### src/inc/irq_hold_pkg.sv
// constants, types and helpers for the interrupt and bus-hold logic
package irq_hold_pkg;

    localparam int          FLAG_W         = 16;
    // data-memory addresses of the mapped registers
    localparam logic [15:0] ADDR_ENABLE    = 16'h0004;
    localparam logic [15:0] ADDR_PENDING   = 16'h0006;
    localparam logic [15:0] ADDR_IRQ_CTRL  = 16'h0007;
    // field positions
    localparam int          GDIS_BIT       = 9;
    localparam int          MODE_BIT       = 4;
    localparam int          HOLD_FLAG      = 0;
    // reset values
    localparam logic [15:0] ENABLE_RESET   = 16'h0000;
    localparam logic [15:0] PENDING_RESET  = 16'h0000;
    localparam logic        MODE_RESET     = 1'b0;
    localparam logic        GDIS_RESET     = 1'b1;
    // program-memory vector table
    localparam logic [15:0] VEC_BASE       = 16'h0002;
    localparam logic [15:0] NMI_VEC        = 16'h0024;

    typedef enum logic [2:0]
    {
        ST_RUN  = 3'b001,
        ST_ACK  = 3'b010,
        ST_HOLD = 3'b100
    } ctl_state_t;

    // index of the lowest set bit, zero when none
    function automatic logic [3:0] lowest_set(input logic [15:0] v);
        logic [3:0] r;
        r = 4'h0;
        for (int i = 15; i >= 0; i--)
        begin
            if (v[i])
                r = i[3:0];
        end
        return r;
    endfunction : lowest_set

    // two words per vector slot
    function automatic logic [15:0] vec_of(input logic [4:0] idx);
        return VEC_BASE + {10'h000, idx, 1'b0};
    endfunction : vec_of

endpackage : irq_hold_pkg

### src/hdl/irq_hold_ctrl.sv
// maskable interrupt flags, mask, vectoring and external bus-hold handshake
// Functional notes
// - readable sixteen-bit pending flag register
// - writing one clears flag, zero keeps
// - sixteen-bit mask enables interrupts when ungated
// - status bit nine gates all maskable interrupts
// - acknowledged interrupt loads its vector address
// - acknowledge output high during vector fetch
// - pins, peripherals and software raise interrupts
// - hold in service idle floats buses
// - grant low keeps bus lines released
// - hold ends on pin high or NMI
// - leaving idle restores normal bus drive
// - NMI ignores mask and global disable
// - control bit four selects shared request pin edge mode
// - only program counter saved and restored
`timescale 1ns/1ps
`default_nettype none
module irq_hold_ctrl
(
    // clock and reset
    input  wire logic        sys_clk,
    input  wire logic        nrst,
    // data-memory register port
    input  wire logic [15:0] dmem_addr,
    input  wire logic        dmem_wr,
    input  wire logic        dmem_rd,
    input  wire logic [15:0] dmem_wdata,
    output logic      [15:0] dmem_rdata,
    // status word zero from the core
    input  wire logic        status_word_zero_wr,
    input  wire logic [15:0] status_word_zero_wdata,
    output logic             global_irq_disable,
    // request sources
    input  wire logic        shared_request_pin_n,
    input  wire logic [1:0]  ext_irq_pins_n,
    input  wire logic        nmi_pin_n,
    input  wire logic [15:3] periph_irq,
    input  wire logic        soft_irq_instruction,
    input  wire logic [4:0]  soft_irq_num,
    // core sequencing
    input  wire logic        core_boundary,
    input  wire logic        idle_exec,
    input  wire logic        irq_return,
    output logic             irq_ack_out,
    output logic             vector_load,
    output logic      [15:0] vector_addr,
    output logic             pc_save,
    output logic             pc_restore,
    output logic             idle_exit,
    // external bus hold
    output logic             bus_grant_out_n,
    output logic             bus_release
);
    import irq_hold_pkg::*;

    ctl_state_t  state;
    ctl_state_t  next_state;
    logic [15:0] pending_flag_reg;
    logic [15:0] enable_mask_reg;
    logic        edge_mode;
    logic        nmi_pend;
    logic        soft_pend;
    logic [4:0]  soft_idx;
    logic        hold_isr;
    logic [3:0]  req_pulse;
    logic [3:0]  req_level_n;
    logic [3:0]  pin_vec_n;
    logic [3:0]  both_vec;
    logic [15:0] live;
    logic [3:0]  sel_idx;
    logic        masked_ok;
    logic        take;
    logic        take_mask;
    logic        hold_enter;
    logic        hold_leave;
    logic [15:0] clr_vec;
    wire  [15:0] set_vec = {periph_irq, req_pulse[2:0]};

    assign pin_vec_n = {nmi_pin_n, ext_irq_pins_n, shared_request_pin_n};
    assign both_vec  = {3'b000, edge_mode};

    for (genvar g = 0; g < 4; g++)
    begin : g_pin
        irq_edge_detect u_edge
        (
            .sys_clk    (sys_clk),
            .nrst       (nrst),
            .pin_n      (pin_vec_n[g]),
            .both_edges (both_vec[g]),
            .req        (req_pulse[g]),
            .level_n    (req_level_n[g])
        );
    end

    assign live      = pending_flag_reg & enable_mask_reg;
    assign sel_idx   = lowest_set(live);
    assign masked_ok = (|live) & ~global_irq_disable;
    // NMI and software requests bypass mask and gate
    assign take      = (state == ST_RUN) & core_boundary
                     & (nmi_pend | soft_pend | masked_ok);
    assign take_mask = take & ~nmi_pend & ~soft_pend;
    assign hold_enter = (state == ST_RUN) & ~take & idle_exec & hold_isr
                      & ~req_level_n[HOLD_FLAG];
    assign hold_leave = (state == ST_HOLD)
                      & (req_level_n[HOLD_FLAG] | req_pulse[3]);

    always_comb
    begin
        clr_vec = 16'h0000;
        if (dmem_wr && dmem_addr == ADDR_PENDING)
            clr_vec = dmem_wdata;
        if (take_mask)
            clr_vec[sel_idx] = 1'b1;
    end

    // a new request in the clearing cycle survives
    always_ff @(posedge sys_clk or negedge nrst)
    begin
        if (!nrst)
            pending_flag_reg <= PENDING_RESET;
        else
            pending_flag_reg <= (pending_flag_reg & ~clr_vec) | set_vec;
    end

    always_ff @(posedge sys_clk or negedge nrst)
    begin
        if (!nrst)
        begin
            enable_mask_reg <= ENABLE_RESET;
            edge_mode       <= MODE_RESET;
        end
        else if (dmem_wr)
        begin
            if (dmem_addr == ADDR_ENABLE)
                enable_mask_reg <= dmem_wdata;
            if (dmem_addr == ADDR_IRQ_CTRL)
                edge_mode <= dmem_wdata[MODE_BIT];
        end
    end

    always_ff @(posedge sys_clk or negedge nrst)
    begin
        if (!nrst)
            dmem_rdata <= 16'h0000;
        else if (dmem_rd)
        begin
            case (dmem_addr)
                ADDR_PENDING:  dmem_rdata <= pending_flag_reg;
                ADDR_ENABLE:   dmem_rdata <= enable_mask_reg;
                ADDR_IRQ_CTRL: dmem_rdata <= 16'(edge_mode) << MODE_BIT;
                default:       dmem_rdata <= 16'h0000;
            endcase
        end
    end

    always_ff @(posedge sys_clk or negedge nrst)
    begin
        if (!nrst)
            global_irq_disable <= GDIS_RESET;
        else if (take_mask)
            global_irq_disable <= 1'b1;
        else if (status_word_zero_wr)
            global_irq_disable <= status_word_zero_wdata[GDIS_BIT];
    end

    always_ff @(posedge sys_clk or negedge nrst)
    begin
        if (!nrst)
        begin
            nmi_pend  <= 1'b0;
            soft_pend <= 1'b0;
            soft_idx  <= 5'h00;
        end
        else
        begin
            nmi_pend <= req_pulse[3] | (nmi_pend & ~take);
            if (soft_irq_instruction)
            begin
                soft_pend <= 1'b1;
                soft_idx  <= soft_irq_num;
            end
            else if (take && !nmi_pend)
                soft_pend <= 1'b0;
        end
    end

    always_ff @(posedge sys_clk or negedge nrst)
    begin
        if (!nrst)
        begin
            vector_addr <= 16'h0000;
            hold_isr    <= 1'b0;
        end
        else if (take)
        begin
            if (nmi_pend)
                vector_addr <= NMI_VEC;
            else if (soft_pend)
                vector_addr <= vec_of(soft_idx);
            else
                vector_addr <= vec_of({1'b0, sel_idx});
            hold_isr <= take_mask && sel_idx == 4'(HOLD_FLAG);
        end
        else if (irq_return)
            hold_isr <= 1'b0;
    end

    always_comb
    begin
        next_state = state;
        case (state)
            ST_RUN:
            begin
                if (take)
                    next_state = ST_ACK;
                else if (hold_enter)
                    next_state = ST_HOLD;
            end
            ST_ACK:  next_state = ST_RUN;
            ST_HOLD:
            begin
                if (hold_leave)
                    next_state = ST_RUN;
            end
            default: next_state = ST_RUN;
        endcase
    end

    always_ff @(posedge sys_clk or negedge nrst)
    begin
        if (!nrst)
            state <= ST_RUN;
        else
            state <= next_state;
    end

    // bus drive follows the state register so grant and release never split
    always_ff @(posedge sys_clk or negedge nrst)
    begin
        if (!nrst)
        begin
            bus_grant_out_n <= 1'b1;
            bus_release     <= 1'b0;
            idle_exit       <= 1'b0;
            pc_restore      <= 1'b0;
        end
        else
        begin
            bus_grant_out_n <= ~(next_state == ST_HOLD);
            bus_release     <= next_state == ST_HOLD;
            idle_exit       <= hold_leave;
            pc_restore      <= irq_return;
        end
    end

    assign irq_ack_out = state == ST_ACK;
    assign vector_load = state == ST_ACK;
    assign pc_save     = state == ST_ACK;

    w1c_clear_a: assert property (@(posedge sys_clk) disable iff (!nrst)
        dmem_wr && dmem_addr == ADDR_PENDING && dmem_wdata[5] && !periph_irq[5]
        |=> !pending_flag_reg[5])
        else $error("pending flag not cleared by one");
    zero_keeps_a: assert property (@(posedge sys_clk) disable iff (!nrst)
        (|($past(pending_flag_reg) & ~pending_flag_reg & ~$past(clr_vec))) == 1'b0)
        else $error("pending flag lost without clear");
    gate_blocks_a: assert property (@(posedge sys_clk) disable iff (!nrst)
        state == ST_RUN && global_irq_disable && !nmi_pend && !soft_pend
        |=> !irq_ack_out)
        else $error("maskable taken while gated");
    mask_takes_a: assert property (@(posedge sys_clk) disable iff (!nrst)
        state == ST_RUN && core_boundary && !global_irq_disable && (|live)
        |=> irq_ack_out ##1 !irq_ack_out)
        else $error("enabled interrupt not acknowledged");
    vector_lowest_a: assert property (@(posedge sys_clk) disable iff (!nrst)
        take_mask && !set_vec[sel_idx] |=> vector_addr == vec_of({1'b0, $past(sel_idx)})
        && !pending_flag_reg[$past(sel_idx)] && global_irq_disable)
        else $error("wrong vector or flag kept");
    ack_fetch_a: assert property (@(posedge sys_clk) disable iff (!nrst)
        irq_ack_out |-> vector_load && pc_save && !bus_release)
        else $error("acknowledge without vector fetch");
    nmi_unmasked_a: assert property (@(posedge sys_clk) disable iff (!nrst)
        nmi_pend && state == ST_RUN && core_boundary
        |=> irq_ack_out && vector_addr == NMI_VEC)
        else $error("nmi not taken");
    grant_release_a: assert property (@(posedge sys_clk) disable iff (!nrst)
        bus_grant_out_n == !bus_release)
        else $error("grant and release disagree");
    hold_exit_a: assert property (@(posedge sys_clk) disable iff (!nrst)
        state == ST_HOLD && req_level_n[HOLD_FLAG]
        |=> bus_grant_out_n && idle_exit && state == ST_RUN)
        else $error("hold not ended on release");

endmodule : irq_hold_ctrl
`default_nettype wire

### src/hdl/irq_edge_detect.sv
// pin synchroniser with falling or both-edge request detection
`timescale 1ns/1ps
`default_nettype none
module irq_edge_detect
(
    // clock and reset
    input  wire logic sys_clk,
    input  wire logic nrst,
    // pin side
    input  wire logic pin_n,
    input  wire logic both_edges,
    // logic side
    output logic      req,
    output logic      level_n
);
    logic meta_n;
    logic prev_n;

    always_ff @(posedge sys_clk or negedge nrst)
    begin
        if (!nrst)
        begin
            meta_n  <= 1'b1;
            level_n <= 1'b1;
            prev_n  <= 1'b1;
        end
        else
        begin
            meta_n  <= pin_n;
            level_n <= meta_n;
            prev_n  <= level_n;
        end
    end

    assign req = (prev_n & ~level_n) | (both_edges & ~prev_n & level_n);

endmodule : irq_edge_detect
`default_nettype wire

### config.mk
export PLATFORM = sky130hd
export DESIGN_NAME = irq_hold_ctrl
export DESIGN_NICKNAME = d
export VERILOG_FILES = /design/src/inc/irq_hold_pkg.sv /design/src/hdl/irq_hold_ctrl.sv /design/src/hdl/irq_edge_detect.sv
export SDC_FILE = /design/constraint.sdc
export NUM_CORES = 1
export LEC_CHECK = 0
export BUFFER_PORTS_ARGS = -buffer_cell sky130_fd_sc_hd__clkbuf_2
export CAP_MARGIN = 0
export CORE_ASPECT_RATIO = 0.5
export CORE_UTILIZATION = 30
export CTS_CLUSTER_SIZE = 14
export DETAILED_ROUTE_END_ITERATION = 6
export PLACE_DENSITY = 0.55
export RECOVER_POWER = 50
export SETUP_SLACK_MARGIN = 0.4
export SLEW_MARGIN = 10
export SYNTH_ARGS = -nofsm -noshare
export SYNTH_HDL_FRONTEND = slang
export SYNTH_SLANG_ARGS = --single-unit
### constraint.sdc
create_clock -name sys_clk -period 2.8 [get_ports sys_clk]
set_input_delay 0.56 -clock sys_clk [delete_from_list [all_inputs] [get_ports sys_clk]]
set_output_delay 0.56 -clock sys_clk [all_outputs]
set_load 0.02 [all_outputs]
# Word-level counts from Yosys, hierarchy flattened
# Cells that the tools add are included.
# word_totals
regBits	93
latch_bits	0
ramBits	0
mem_bits_ro	0
input_bits	79
output_inout_bits	40
wordCells	120
mem_count	0
# op_classes
add_sub_neg	2
multipliers	0
n_div	0
magnitude_cmp	2
n_eq_ne	7
shifts	0
muxes	33
bitwise_logic	37
reduce_logical	12
# op_table
cell	n
two-way mux 4 bit	16
== test 16 x 3 -> 1 bit, second input constant	3
one-hot mux 16 bit (3 select lines)	1
AND 16 bit	2
two-way mux 16 bit	2
bitwise OR 16 bit	2
AND 1 bit	17
NOT 16 bit	1
OR reduction 16 bit	1
two-way mux 7 bit	2
NOT 1 bit	10
two-way mux 3 bit	3
adder 2 x 6 -> 7 bit, first input constant	1
two-way mux 1 bit	7
adder 2 x 5 -> 6 bit, first input constant	1
== test 3 bit, second input constant	2
one-hot mux 3 bit (2 select lines)	1
nonzero test 2 bit	3
less-than comparator 4 x 5 -> 1 bit, second input constant	1
bitwise OR 1 bit	5
demux 1 bit (select 4 bit)	1
>= comparator 4 x 1 -> 1 bit, second input constant	1
logical AND 1 bit	4
zero test 4 bit	1
4 further kinds	5

# Longest topological paths before layout
# Gate-level depths: netlist of run 1.
# logic_depth
ltp_word	26
ltp_mapped	10
mapped_depth_nobuf	10

# By module
# Synthesis of run 1 repeated with hierarchy kept, for this count alone.
# unflattened
cells_unflattened	367
area_unflattened_um2	4017.6
# modules_own_cells
mod	n_inst	cells_per_inst	area_per_inst_um2	seq_area_each_um2
irq_hold_ctrl	1	343	3622.2	1780.5
irq_edge_detect	4	6	98.8	78.8

# Worst setup path after synthesis of run 1
# No wires, ideal clock.
# synth_path
kind	input port to flip-flop
startpoint	input port dmem_addr[5]
endpoint	register enable_mask_reg[10]
setup_ps	125
t_arrival_ps	2177
t_required_ps	2675
slack_ps	497
stages	7
n_path_buf	2
path_cell_list	nor4b_2 > nand4_1 > or2_1 > buf_6 > nor3b_4 > buf_12 > mux2_4
# synth_via
elab_chain_cells	2
# synth_lines
element	line_no	source
start, declared	irq_hold_ctrl.sv:25	input wire logic [15:0] dmem_addr,
== test 16 x 3 -> 1 bit	irq_hold_ctrl.sv:135	if (dmem_addr == ADDR_ENABLE)
AND reduction 2 bit (no line)	-	
end signal, assigned	irq_hold_ctrl.sv:136	enable_mask_reg <= dmem_wdata;
end, declared	irq_hold_ctrl.sv:60	logic [15:0] enable_mask_reg;
# Every way passes these cells.
# A chain may end at the register's enable or synchronous reset.

# Worst setup path after layout of run 1
# layout_path
startpoint	register pending_flag_reg[8]
endpoint	register bus_grant_out_n
# layout_via
elab_chain_cells	15
# layout_lines
element	line_no	source
start, declared	irq_hold_ctrl.sv:59	logic [15:0] pending_flag_reg;
start signal, assigned	irq_hold_ctrl.sv:123	pending_flag_reg <= (pending_flag_reg & ~clr_vec) | set_vec;
AND 16 bit *	irq_hold_ctrl.sv:96	assign live = pending_flag_reg & enable_mask_reg;
OR reduction 16 bit *	irq_hold_ctrl.sv:98	assign masked_ok = (|live) & ~global_irq_disable;
AND 1 bit *	irq_hold_ctrl.sv:98	
bitwise OR 1 bit *	irq_hold_ctrl.sv:101	& (nmi_pend | soft_pend | masked_ok);
AND 1 bit *	irq_hold_ctrl.sv:101	
NOT 1 bit	irq_hold_ctrl.sv:103	assign hold_enter = (state == ST_RUN) & ~take & idle_exec & hold_isr
AND 1 bit (3 in series)	irq_hold_ctrl.sv:103	
AND 1 bit	irq_hold_ctrl.sv:104	& ~req_level_n[HOLD_FLAG];
two-way mux 3 bit	irq_hold_ctrl.sv:217	else if (hold_enter)
two-way mux 3 bit *	irq_hold_ctrl.sv:215	if (take)
one-hot mux 3 bit (2 select lines) *	irq_hold_ctrl.sv:212	case (state)
== test 3 bit *	irq_hold_ctrl.sv:250	bus_grant_out_n <= ~(next_state == ST_HOLD);
NOT 1 bit *	irq_hold_ctrl.sv:250	
end signal, assigned	irq_hold_ctrl.sv:250	
end, declared	irq_hold_ctrl.sv:52	output logic bus_grant_out_n,
# Mark *: on every way between the ends. The rest lies on a longest branch, timed or not.

==> key figures, run 1 <==
Drt
  – Drt total wl: 10.0 mm
  – Drt first pass iters: 5
  – Average wire per standard cell: 15.3 µm
  – Via count: 3,124
  – Remaining DRCs: 0
  – Initial DRC count: 127
  – Vias per inst: 4.77
  – Post-route ant nets: 0

GRT
  – First-pass GRT wire length: 16.3 mm
  – Vias in the first global route: 3,104
  – GRT Residual Overflow: 0
  – Gr usage total: 0.149
  – Pin count of the biggest net entering global routing: 45
  – GR met3 Demand/Resource: 0.0434
  – Busiest grt layer: met1
  – Initial antenna violation count: 0
  – GR Util met2: 0.214
  – Met1 global-route usage: 0.215

Clock network
  – CTS Sinks: 83
  – CTS tree: done
  – Post-CTS setup buffers: 0
  – H-tree depth: 3
  – Num CTS Buffers: 9
  – Root Buffer Master: clkbuf_16
  – Clock insertion delay at the later pin of the skew report: 0.34 ns
  – Hold buffers post-CTS: 0
  – Worst-path clk slew: 0.06 ns
  – Clock tree buffer depth: 2

Timing
  – Final Critical Period: 2.27 ns
  – Final setup TNS: 0 ns
  – RSZ-0062 raised after global routing: no
  – Rel. slew slack: 0.271
  – # setup viols final: 0
  – Final hold violation count: 0
  – Max Transition Viols Final: 0
  – Worst slew pin tran: 1.09 ns
  – Final period util: 0.811
  – Fin worst setup slack: 0.528 ns
  – Fmax: 440 MHz
  – Setup Skew: 0.00603 ns

Floorplan
  – DIE AREA: 14,300 µm²
  – I/O pin count: 119
  – Die Ht: 85.1 µm
  – Rows: 29
  – Die W: 168 µm
  – Initial Util: 0.317
  – Core Area: 13,100 µm²

Yosys
  – Synth unique cells: 55
  – Post-Syn Area: 4140 µm²
  – Largest family of logic cells by synthesized area: compound AO/OA/AOI/OAI gates
  – Avg Synthesized Cell Area: 10.8 µm²
  – Post-synthesis mux area share: 0.122
  – Synth Area in Simple Gates: 0.134
  – FF+latch count, synth: 83
  – Post-Synthesis Cells: 385
  – EDFF count, synth: 0
  – Yosys warning total: 0
  – Post-synthesis sequential area ratio: 0.506
  – Compound-Gate Fraction of Synth Area: 0.160
  – Ys flop type: dfrtp_1
  – Post-Synth Adder-Cell Area: 0.00907
  – Synth async-reset ratio: 1.00
  – XOR/XNOR share of the synthesized area: 0.00635

Setup path
  – WS Path Type: reg2reg
  – CP Max Fanout: 5
  – CP required: 3.06 ns
  – Critical-path cell list: a22o_1 > nor4_2 > a31oi_1 > o31ai_1 > buf_4 > a21oi_1 > or2_1
  – CP arrival: 2.53 ns
  – CP max-delay cell: nor4_2
  – Top Family by Delay on Critical Path: compound AO/OA/AOI/OAI gates
  – Critical path capture point type: flop
  – Buffers & Inverters on Critical Path: 1
  – CP Launch Type: flop
  – Max incr delay on CP: 0.45 ns

Placement
  – I/O Buffers: 93
  – Post-DP HPWL: 7.55 mm
  – Routability Congestion: 0.775
  – Pre-CTS setup slack: 0.390 ns

Power
  – Worst vdd ir: 284 µV
  – Leakage: 0.00221 µW
  – Pwr Density: 572 nW/µm²

Hold path
  – Worst hold-check path type: in2reg

Job
  – MaxCap Viol Count: 0

Run status
  – Status: complete, no violations

Layout
  – Final nets: 562
  – Antenna diodes: 0
  – Layout cell share with drive strength beyond 1: 0.367
  – Final core occ: 0.387
  – Area Overhead vs Synth: 22.2%
worst paths after layout:
kind                                            to  cells after the start  slack (ns)              startpoint
hold / removal              g_pin[3].u_edge.meta_n                      1        0.30               nmi_pin_n
min in group asynchronous              bus_release                      1        0.41                    nrst
setup / recovery                   bus_grant_out_n                      7        0.53     pending_flag_reg[8]
hold reg to reg            g_pin[3].u_edge.level_n                      0        0.36  g_pin[3].u_edge.meta_n
setup reg to reg                   bus_grant_out_n                      7        0.53     pending_flag_reg[8]
max in group asynchronous      enable_mask_reg[11]                      2        0.74                    nrst
routing by layer:
metal  up-vias  wire length, µm
li1       1558                -
met1      1493             5260
met2        61             4170
met3        12              433
met4         0              146
met5         -                0
kinds of logic after synthesis:
kind of cell             count (synthesis)
multiplexers                            42
AND/OR/NAND/NOR                        111
buffers and inverters                   49
other                                    1
AO/OA/AOI/OAI                           93
flip-flops                              83
XOR/XNOR                                 3
adder cells (fa/ha/maj)                  3
worst register-to-register path, stage by stage (launching register included):
cell and delay [ns]:
dfrtp_1 0.42, a22o_1 0.28, nor4_2 0.45, a31oi_1 0.22, o31ai_1 0.30, buf_4 0.21, a21oi_1 0.09, or2_1 0.22
layout make-up:
| class | instances | area [µm²] |
|---|---|---|
| timing repair buffer | 99 | 505 |
| clock buffer | 12 | 236 |
| inverter | 25 | 93.8 |
| sequential | 83 | 2100 |
| clock inverter | 4 | 75.1 |
| tap | 170 | 213 |
| multi-input combinational | 262 | 1840 |
| fill | 1320 | 8000 |
Yosys cell counts (2+ instances only):
cell type	n	share of area
a22o_1	7	0.015
o211ai_1	5	0.0091
dfrtp_1	68	0.41
a22oi_1	11	0.020
or2_1	2	0.0030
a31o_2	7	0.015
nand3_1	5	0.0060
nand2_1	49	0.044
and2_1	7	0.011
buf_4	12	0.022
a21o_1	6	0.011
nor2_1	19	0.017
a31oi_1	7	0.011
nor4_1	3	0.0045
nand4_1	2	0.0030
ha_1	3	0.0091
nor4_2	2	0.0060
o21ai_0	8	0.0097
nand2b_1	5	0.0076
nor2b_1	2	0.0030
a211oi_1	2	0.0036
clkbuf_1	7	0.0063
o22ai_1	15	0.023
a32o_1	2	0.0048
xnor2_1	3	0.0063
a21oi_1	10	0.012
mux2_2	28	0.076
mux2_4	10	0.036
buf_2	2	0.0024
nor3_1	7	0.0085
inv_1	25	0.023
o31ai_1	4	0.0073
mux2i_1	4	0.0097
dfstp_2	15	0.095
through the flow:
stage / total power (µW) / hold slack [ns] / instance area (µm²) / std cells
final: 2890 / 0.302 / 5060 / 655
after global routing: 3020 / 0.288 / 5060 / 655
after CTS: 2930 / 0.231 / 5060 / 655
after detailed placement: 1670 / 0.349 / 4750 / 639
after global placement: 1660 / 0.347 / 4750 / 639
after floorplan: 1520 / 0.264 / 4170 / 394
where the power goes:
group | internal (µW) | switching (µW)
combinational | 131 | 192
sequential | 1260 | 50.8
clock | 782 | 473
repair_timing:
| action | CTS | global route |
|---|---|---|
| setup endpoints to repair | 0 | 10 |
| gates resized for setup | 0 | 5 |
| hold endpoints to repair | 0 | 0 |
cells in the final DEF, fill, tap and decap left out, drive strengths merged, types with 6 or more instances in the layout:
master  synthesis  final
clkbuf          7    106
dfrtp          68     68
nand2          49     49
mux2           38     38
inv            25     25
nor2           19     19
o22ai          15     15
dfstp          15     15
a22oi          11     11
a21oi          10     10
conb            1     10
o21ai           8      8
nor3            7      7
and2            7      7
a22o            7      7
a31oi           7      7
a31o            7      7
a21o            6      6
(Power assumes the default switching activity.)
==> inputs of run 2 (changes only) <==
--- a/config.mk
+++ b/config.mk
@@ -5,13 +5,14 @@
 export SDC_FILE = /design/constraint.sdc
 export NUM_CORES = 1
 export LEC_CHECK = 0
+export ABC_AREA = 1
 export BUFFER_PORTS_ARGS = -buffer_cell sky130_fd_sc_hd__clkbuf_2
 export CAP_MARGIN = 0
 export CORE_ASPECT_RATIO = 0.5
 export CORE_UTILIZATION = 30
 export CTS_CLUSTER_SIZE = 14
 export DETAILED_ROUTE_END_ITERATION = 6
-export PLACE_DENSITY = 0.55
+export PLACE_DENSITY = 0.57
 export RECOVER_POWER = 50
 export SETUP_SLACK_MARGIN = 0.4
 export SLEW_MARGIN = 10
==> constraint.sdc (replaced) <==
create_clock -name sys_clk -period 2.08 [get_ports sys_clk]
set_input_delay 0.416 -clock sys_clk [delete_from_list [all_inputs] [get_ports sys_clk]]
set_output_delay 0.416 -clock sys_clk [all_outputs]
set_load 0.02 [all_outputs]
==> key figures, run 2 <==
Setup path
  – WS Path Type: reg2reg
  – CP required: 2.29 ns (-0.77 ns)
  – CP arrival: 2.21 ns (-0.32 ns)
  – CP Launch Type: flop
  – Critical path capture point type: flop
  – CP Max Fanout: 4 (-1)

Yosys
  – Top cells by area, synth: dfrtp_1 41%, dfstp_2 9.6%, nand2_1 9.1%
  – Avg Synthesized Cell Area: 8.71 µm² (-19%)
  – Yosys top cell area share: 0.415 (+0.00389)
  – Synth unique cells: 36 (-35%)
  – EDFF count, synth: 0 (unchanged)
  – Largest area contributor in the netlist: dfrtp_1
  – Commonest cells in the netlist: 99 x nand2_1, 68 x dfrtp_1, 47 x inv_1, 43 x nand3_1, 40 x nor2_1
  – Post-Synthesis Cells: 471 (+22%)
  – Most common cell in the synthesized netlist: nand2_1
  – Post-Syn Area: 4100 µm² (-0.94%)
  – Synth async-reset ratio: 1.00 (unchanged)
  – FF+latch count, synth: 83 (unchanged)
  – Post-synthesis sequential area ratio: 0.511 (+0.00479)
  – Yosys warning total: 0 (unchanged)
  – Ys flop type: dfrtp_1
  – Compound-Gate Fraction of Synth Area: 0.156 (-0.00307)
  – Largest family of logic cells by synthesized area: simple AND/OR/NAND/NOR gates
  – Synth Area in Simple Gates: 0.223 (+0.0888)
  – Post-Synth Adder-Cell Area: 0.00915 (+0.0000857)
  – Post-synthesis mux area share: 0.00824 (-0.114)
  – XOR/XNOR share of the synthesized area: 0 (-0.00635)

Clock network
  – CTS tree: done
  – Clock tree buffer depth: 2 (unchanged)
  – Clock insertion delay at the later pin of the skew report: 0.33 ns (about the same)
  – Hold buffers post-CTS: 0 (unchanged)
  – Worst-path clk slew: 0.06 ns (about the same)
  – Root Buffer Master: clkbuf_16
  – Num CTS Buffers: 9 (unchanged)
  – H-tree depth: 3 (unchanged)
  – CTS Sinks: 83 (unchanged)

Drt
  – Remaining DRCs: 0 (unchanged)
  – Post-route ant nets: 0 (unchanged)
  – Drt total wl: 10.6 mm (+5.5%)
  – Initial DRC count: 95 (-25%)
  – Average wire per standard cell: 13.7 µm (-10%)
  – Vias per inst: 4.60 (-3.5%)
  – Via count: 3,538 (+13%)
  – Drt first pass iters: 4 (-1)

Layout
  – Layout cell share with drive strength beyond 1: 0.422 (+0.0554)
  – Antenna diodes: 0 (unchanged)
  – Final core occ: 0.426 (+0.0391)
  – Non-filler instance count after layout: 769 (+17%)
  – Commonest non-fill, non-tap cells in the layout: 91 x clkbuf_2, 82 x nand2_1, 68 x dfrtp_1
  – Area Overhead vs Synth: 35.1%
  – Commonest non-fill, non-tap cell in the layout: clkbuf_2
  – Design area: 5540 µm² (+9.5%)
  – Layout fillers: 1,309 (-0.83%)
  – Final nets: 676 (+20%)

Timing
  – Setup Skew: 0.00594 ns (-0.0000909 ns)
  – Max Transition Viols Final: 30 (+30)
  – Fmax: 501 MHz (+14%)
  – # setup viols final: 0 (unchanged)
  – Rel. slew slack: -0.0464 (-0.317)
  – Final Critical Period: 2.00 ns (-0.275 ns)
  – Final hold violation count: 0 (unchanged)
  – Final period util: 0.960 (+0.149)
  – RSZ-0062 raised after global routing: yes
  – Worst slew pin tran: 1.57 ns (+0.476 ns)

Power
  – Leakage: 0.00279 µW (+26%)
  – Pwr Density: 729 nW/µm² (+27%)
  – Worst vdd ir: 347 µV (+22%)
  – PnR Total Power: 4040 µW (+39%)

Floorplan
  – Die Ht: 84.7 µm (-0.46%)
  – DIE AREA: 14,200 µm² (-0.92%)
  – Rows: 29 (unchanged)
  – Initial Util: 0.316 (-0.00122)
  – Die W: 167 µm (-0.46%)
  – Core Area: 13,000 µm² (-0.56%)
  – I/O pin count: 119 (unchanged)

Placement
  – Routability Congestion: 0.786 (+1.4%)
  – I/O Buffers: 93 (unchanged)
  – Area after DPL: 4800 µm² (+1.0%)
  – Cells after DPL: 732 (+15%)
  – Post-DP HPWL: 7.35 mm (-2.7%)

Run status
  – Status: finished with violations
  – Failing checks: max-capacitance violations, max-slew violations

Job
  – MaxCap Viol Count: 1 (+1)

GRT
  – GR met3 Demand/Resource: 0.0438 (+0.000470)
  – Pin count of the biggest net entering global routing: 56 (+24%)
  – Vias in the first global route: 3,549 (+14%)
  – Met1 global-route usage: 0.208 (-0.00716)
  – Busiest grt layer: met2
  – Initial antenna violation count: 0 (unchanged)
  – GR Util met2: 0.258 (+0.0443)
  – Gr usage total: 0.157 (+0.00840)
  – First-pass GRT wire length: 17.4 mm (+6.5%)
  – GRT Residual Overflow: 0 (unchanged)

Hold path
  – Worst hold-check path type: in2reg
==> run 2: cell count changes after synthesis, moves of 10 or more <==
| cell | before | now |
|---|---|---|
| o21bai_1 | 1 | 15 |
| inv_1 | 25 | 47 |
| mux2_2 | 28 | 3 |
| nor2_1 | 19 | 40 |
| a21oi_1 | 10 | 21 |
| o21ai_0 | 8 | 26 |
| a22oi_1 | 11 | 0 |
| o21ai_2 | 0 | 16 |
| o22ai_1 | 15 | 0 |
| nand2_1 | 49 | 99 |
| mux2_4 | 10 | 0 |
| nand3_1 | 5 | 43 |
==> run 2: layout make-up <==
| type | instances | area (µm²) | share of cell area |
|---|---|---|---|
| Clock buffer | 14 | 264 | 0.0477 |
| Inverter | 52 | 210 | 0.0379 |
| Clock inverter | 2 | 35.0 | 0.00632 |
| Sequential cell | 83 | 2100 | 0.378 |
| Tap cell | 170 | 213 | 0.0384 |
| Timing Repair Buffer | 129 | 782 | 0.141 |
| Multi-Input combinational cell | 319 | 1940 | 0.350 |
==> run 2: metrics by stage <==
| stage | setup WS (ns) | hold slack [ns] | setup TNS (ns) |
|---|---|---|---|
| after floorplan | 0.327 | 0.120 | 0 |
| after global placement | 0.0538 | 0.346 | 0 |
| after detailed placement | 0.0642 | 0.347 | 0 |
| after CTS | 0.0824 | 0.0165 | 0 |
| after global routing | -0.122 | 0.147 | -1.02 |
| final | 0.0834 | 0.167 | 0 |
==> run 2: logic make-up (layout without fill, tap and decap cells) <==
kind of cell,Yosys count,count (layout)
flops,83,83
buf+inv,78,197
mux,3,3
simple gates,204,204
other cells,1,10
compound gates,99,99
fa+ha+maj,3,3
==> run 2: power breakdown <==
part | internal (µW) | switching, µW
sequential | 1730 | 85.8
combinational | 243 | 381
clock | 995 | 603
==> run 2: path summary, 6_finish.rpt <==
path,from,to,slack (ns),cells after the start
min,ext_irq_pins_n[1],g_pin[2].u_edge.meta_n,0.17,1
min reg2reg,g_pin[2].u_edge.meta_n,g_pin[2].u_edge.level_n,0.35,0
max,enable_mask_reg[14],vector_addr[2],0.08,20
min in group asynchronous,nrst,vector_addr[1],0.47,1
max reg2reg,enable_mask_reg[14],vector_addr[2],0.08,20
max in group asynchronous,nrst,g_pin[0].u_edge.prev_n,0.41,2
==> run 2: layer usage <==
metal  routed length, µm  vias up
met4                  80        0
met5                   0        -
met3                 519        8
met2                5090       73
met1                4870     1691
li1                    -     1766
==> run 2: timing repair <==
action	in CTS	in global routing
setup endpoints to repair	30	33
buffers inserted	15	6
resized for setup	30	58
pin swaps	12	16
==> run 2: worst max-delay path: stages, from the launching register on <==
cell,delay (ns)
dfrtp_1,0.37
nand2_1,0.08
nand2_1,0.05
nand2_1,0.07
nand2_2,0.05
nand2_1,0.06
nand2_1,0.05
nand2_1,0.06
nand2_1,0.06
nand2_1,0.05
nand2_1,0.06
nand2_1,0.05
nand2_1,0.05
nand2_1,0.06
nand2_2,0.06
nand2_4,0.08
nand2_4,0.08
ha_4,0.28
nor2_4,0.03
a21oi_2,0.13
a21oi_1,0.08
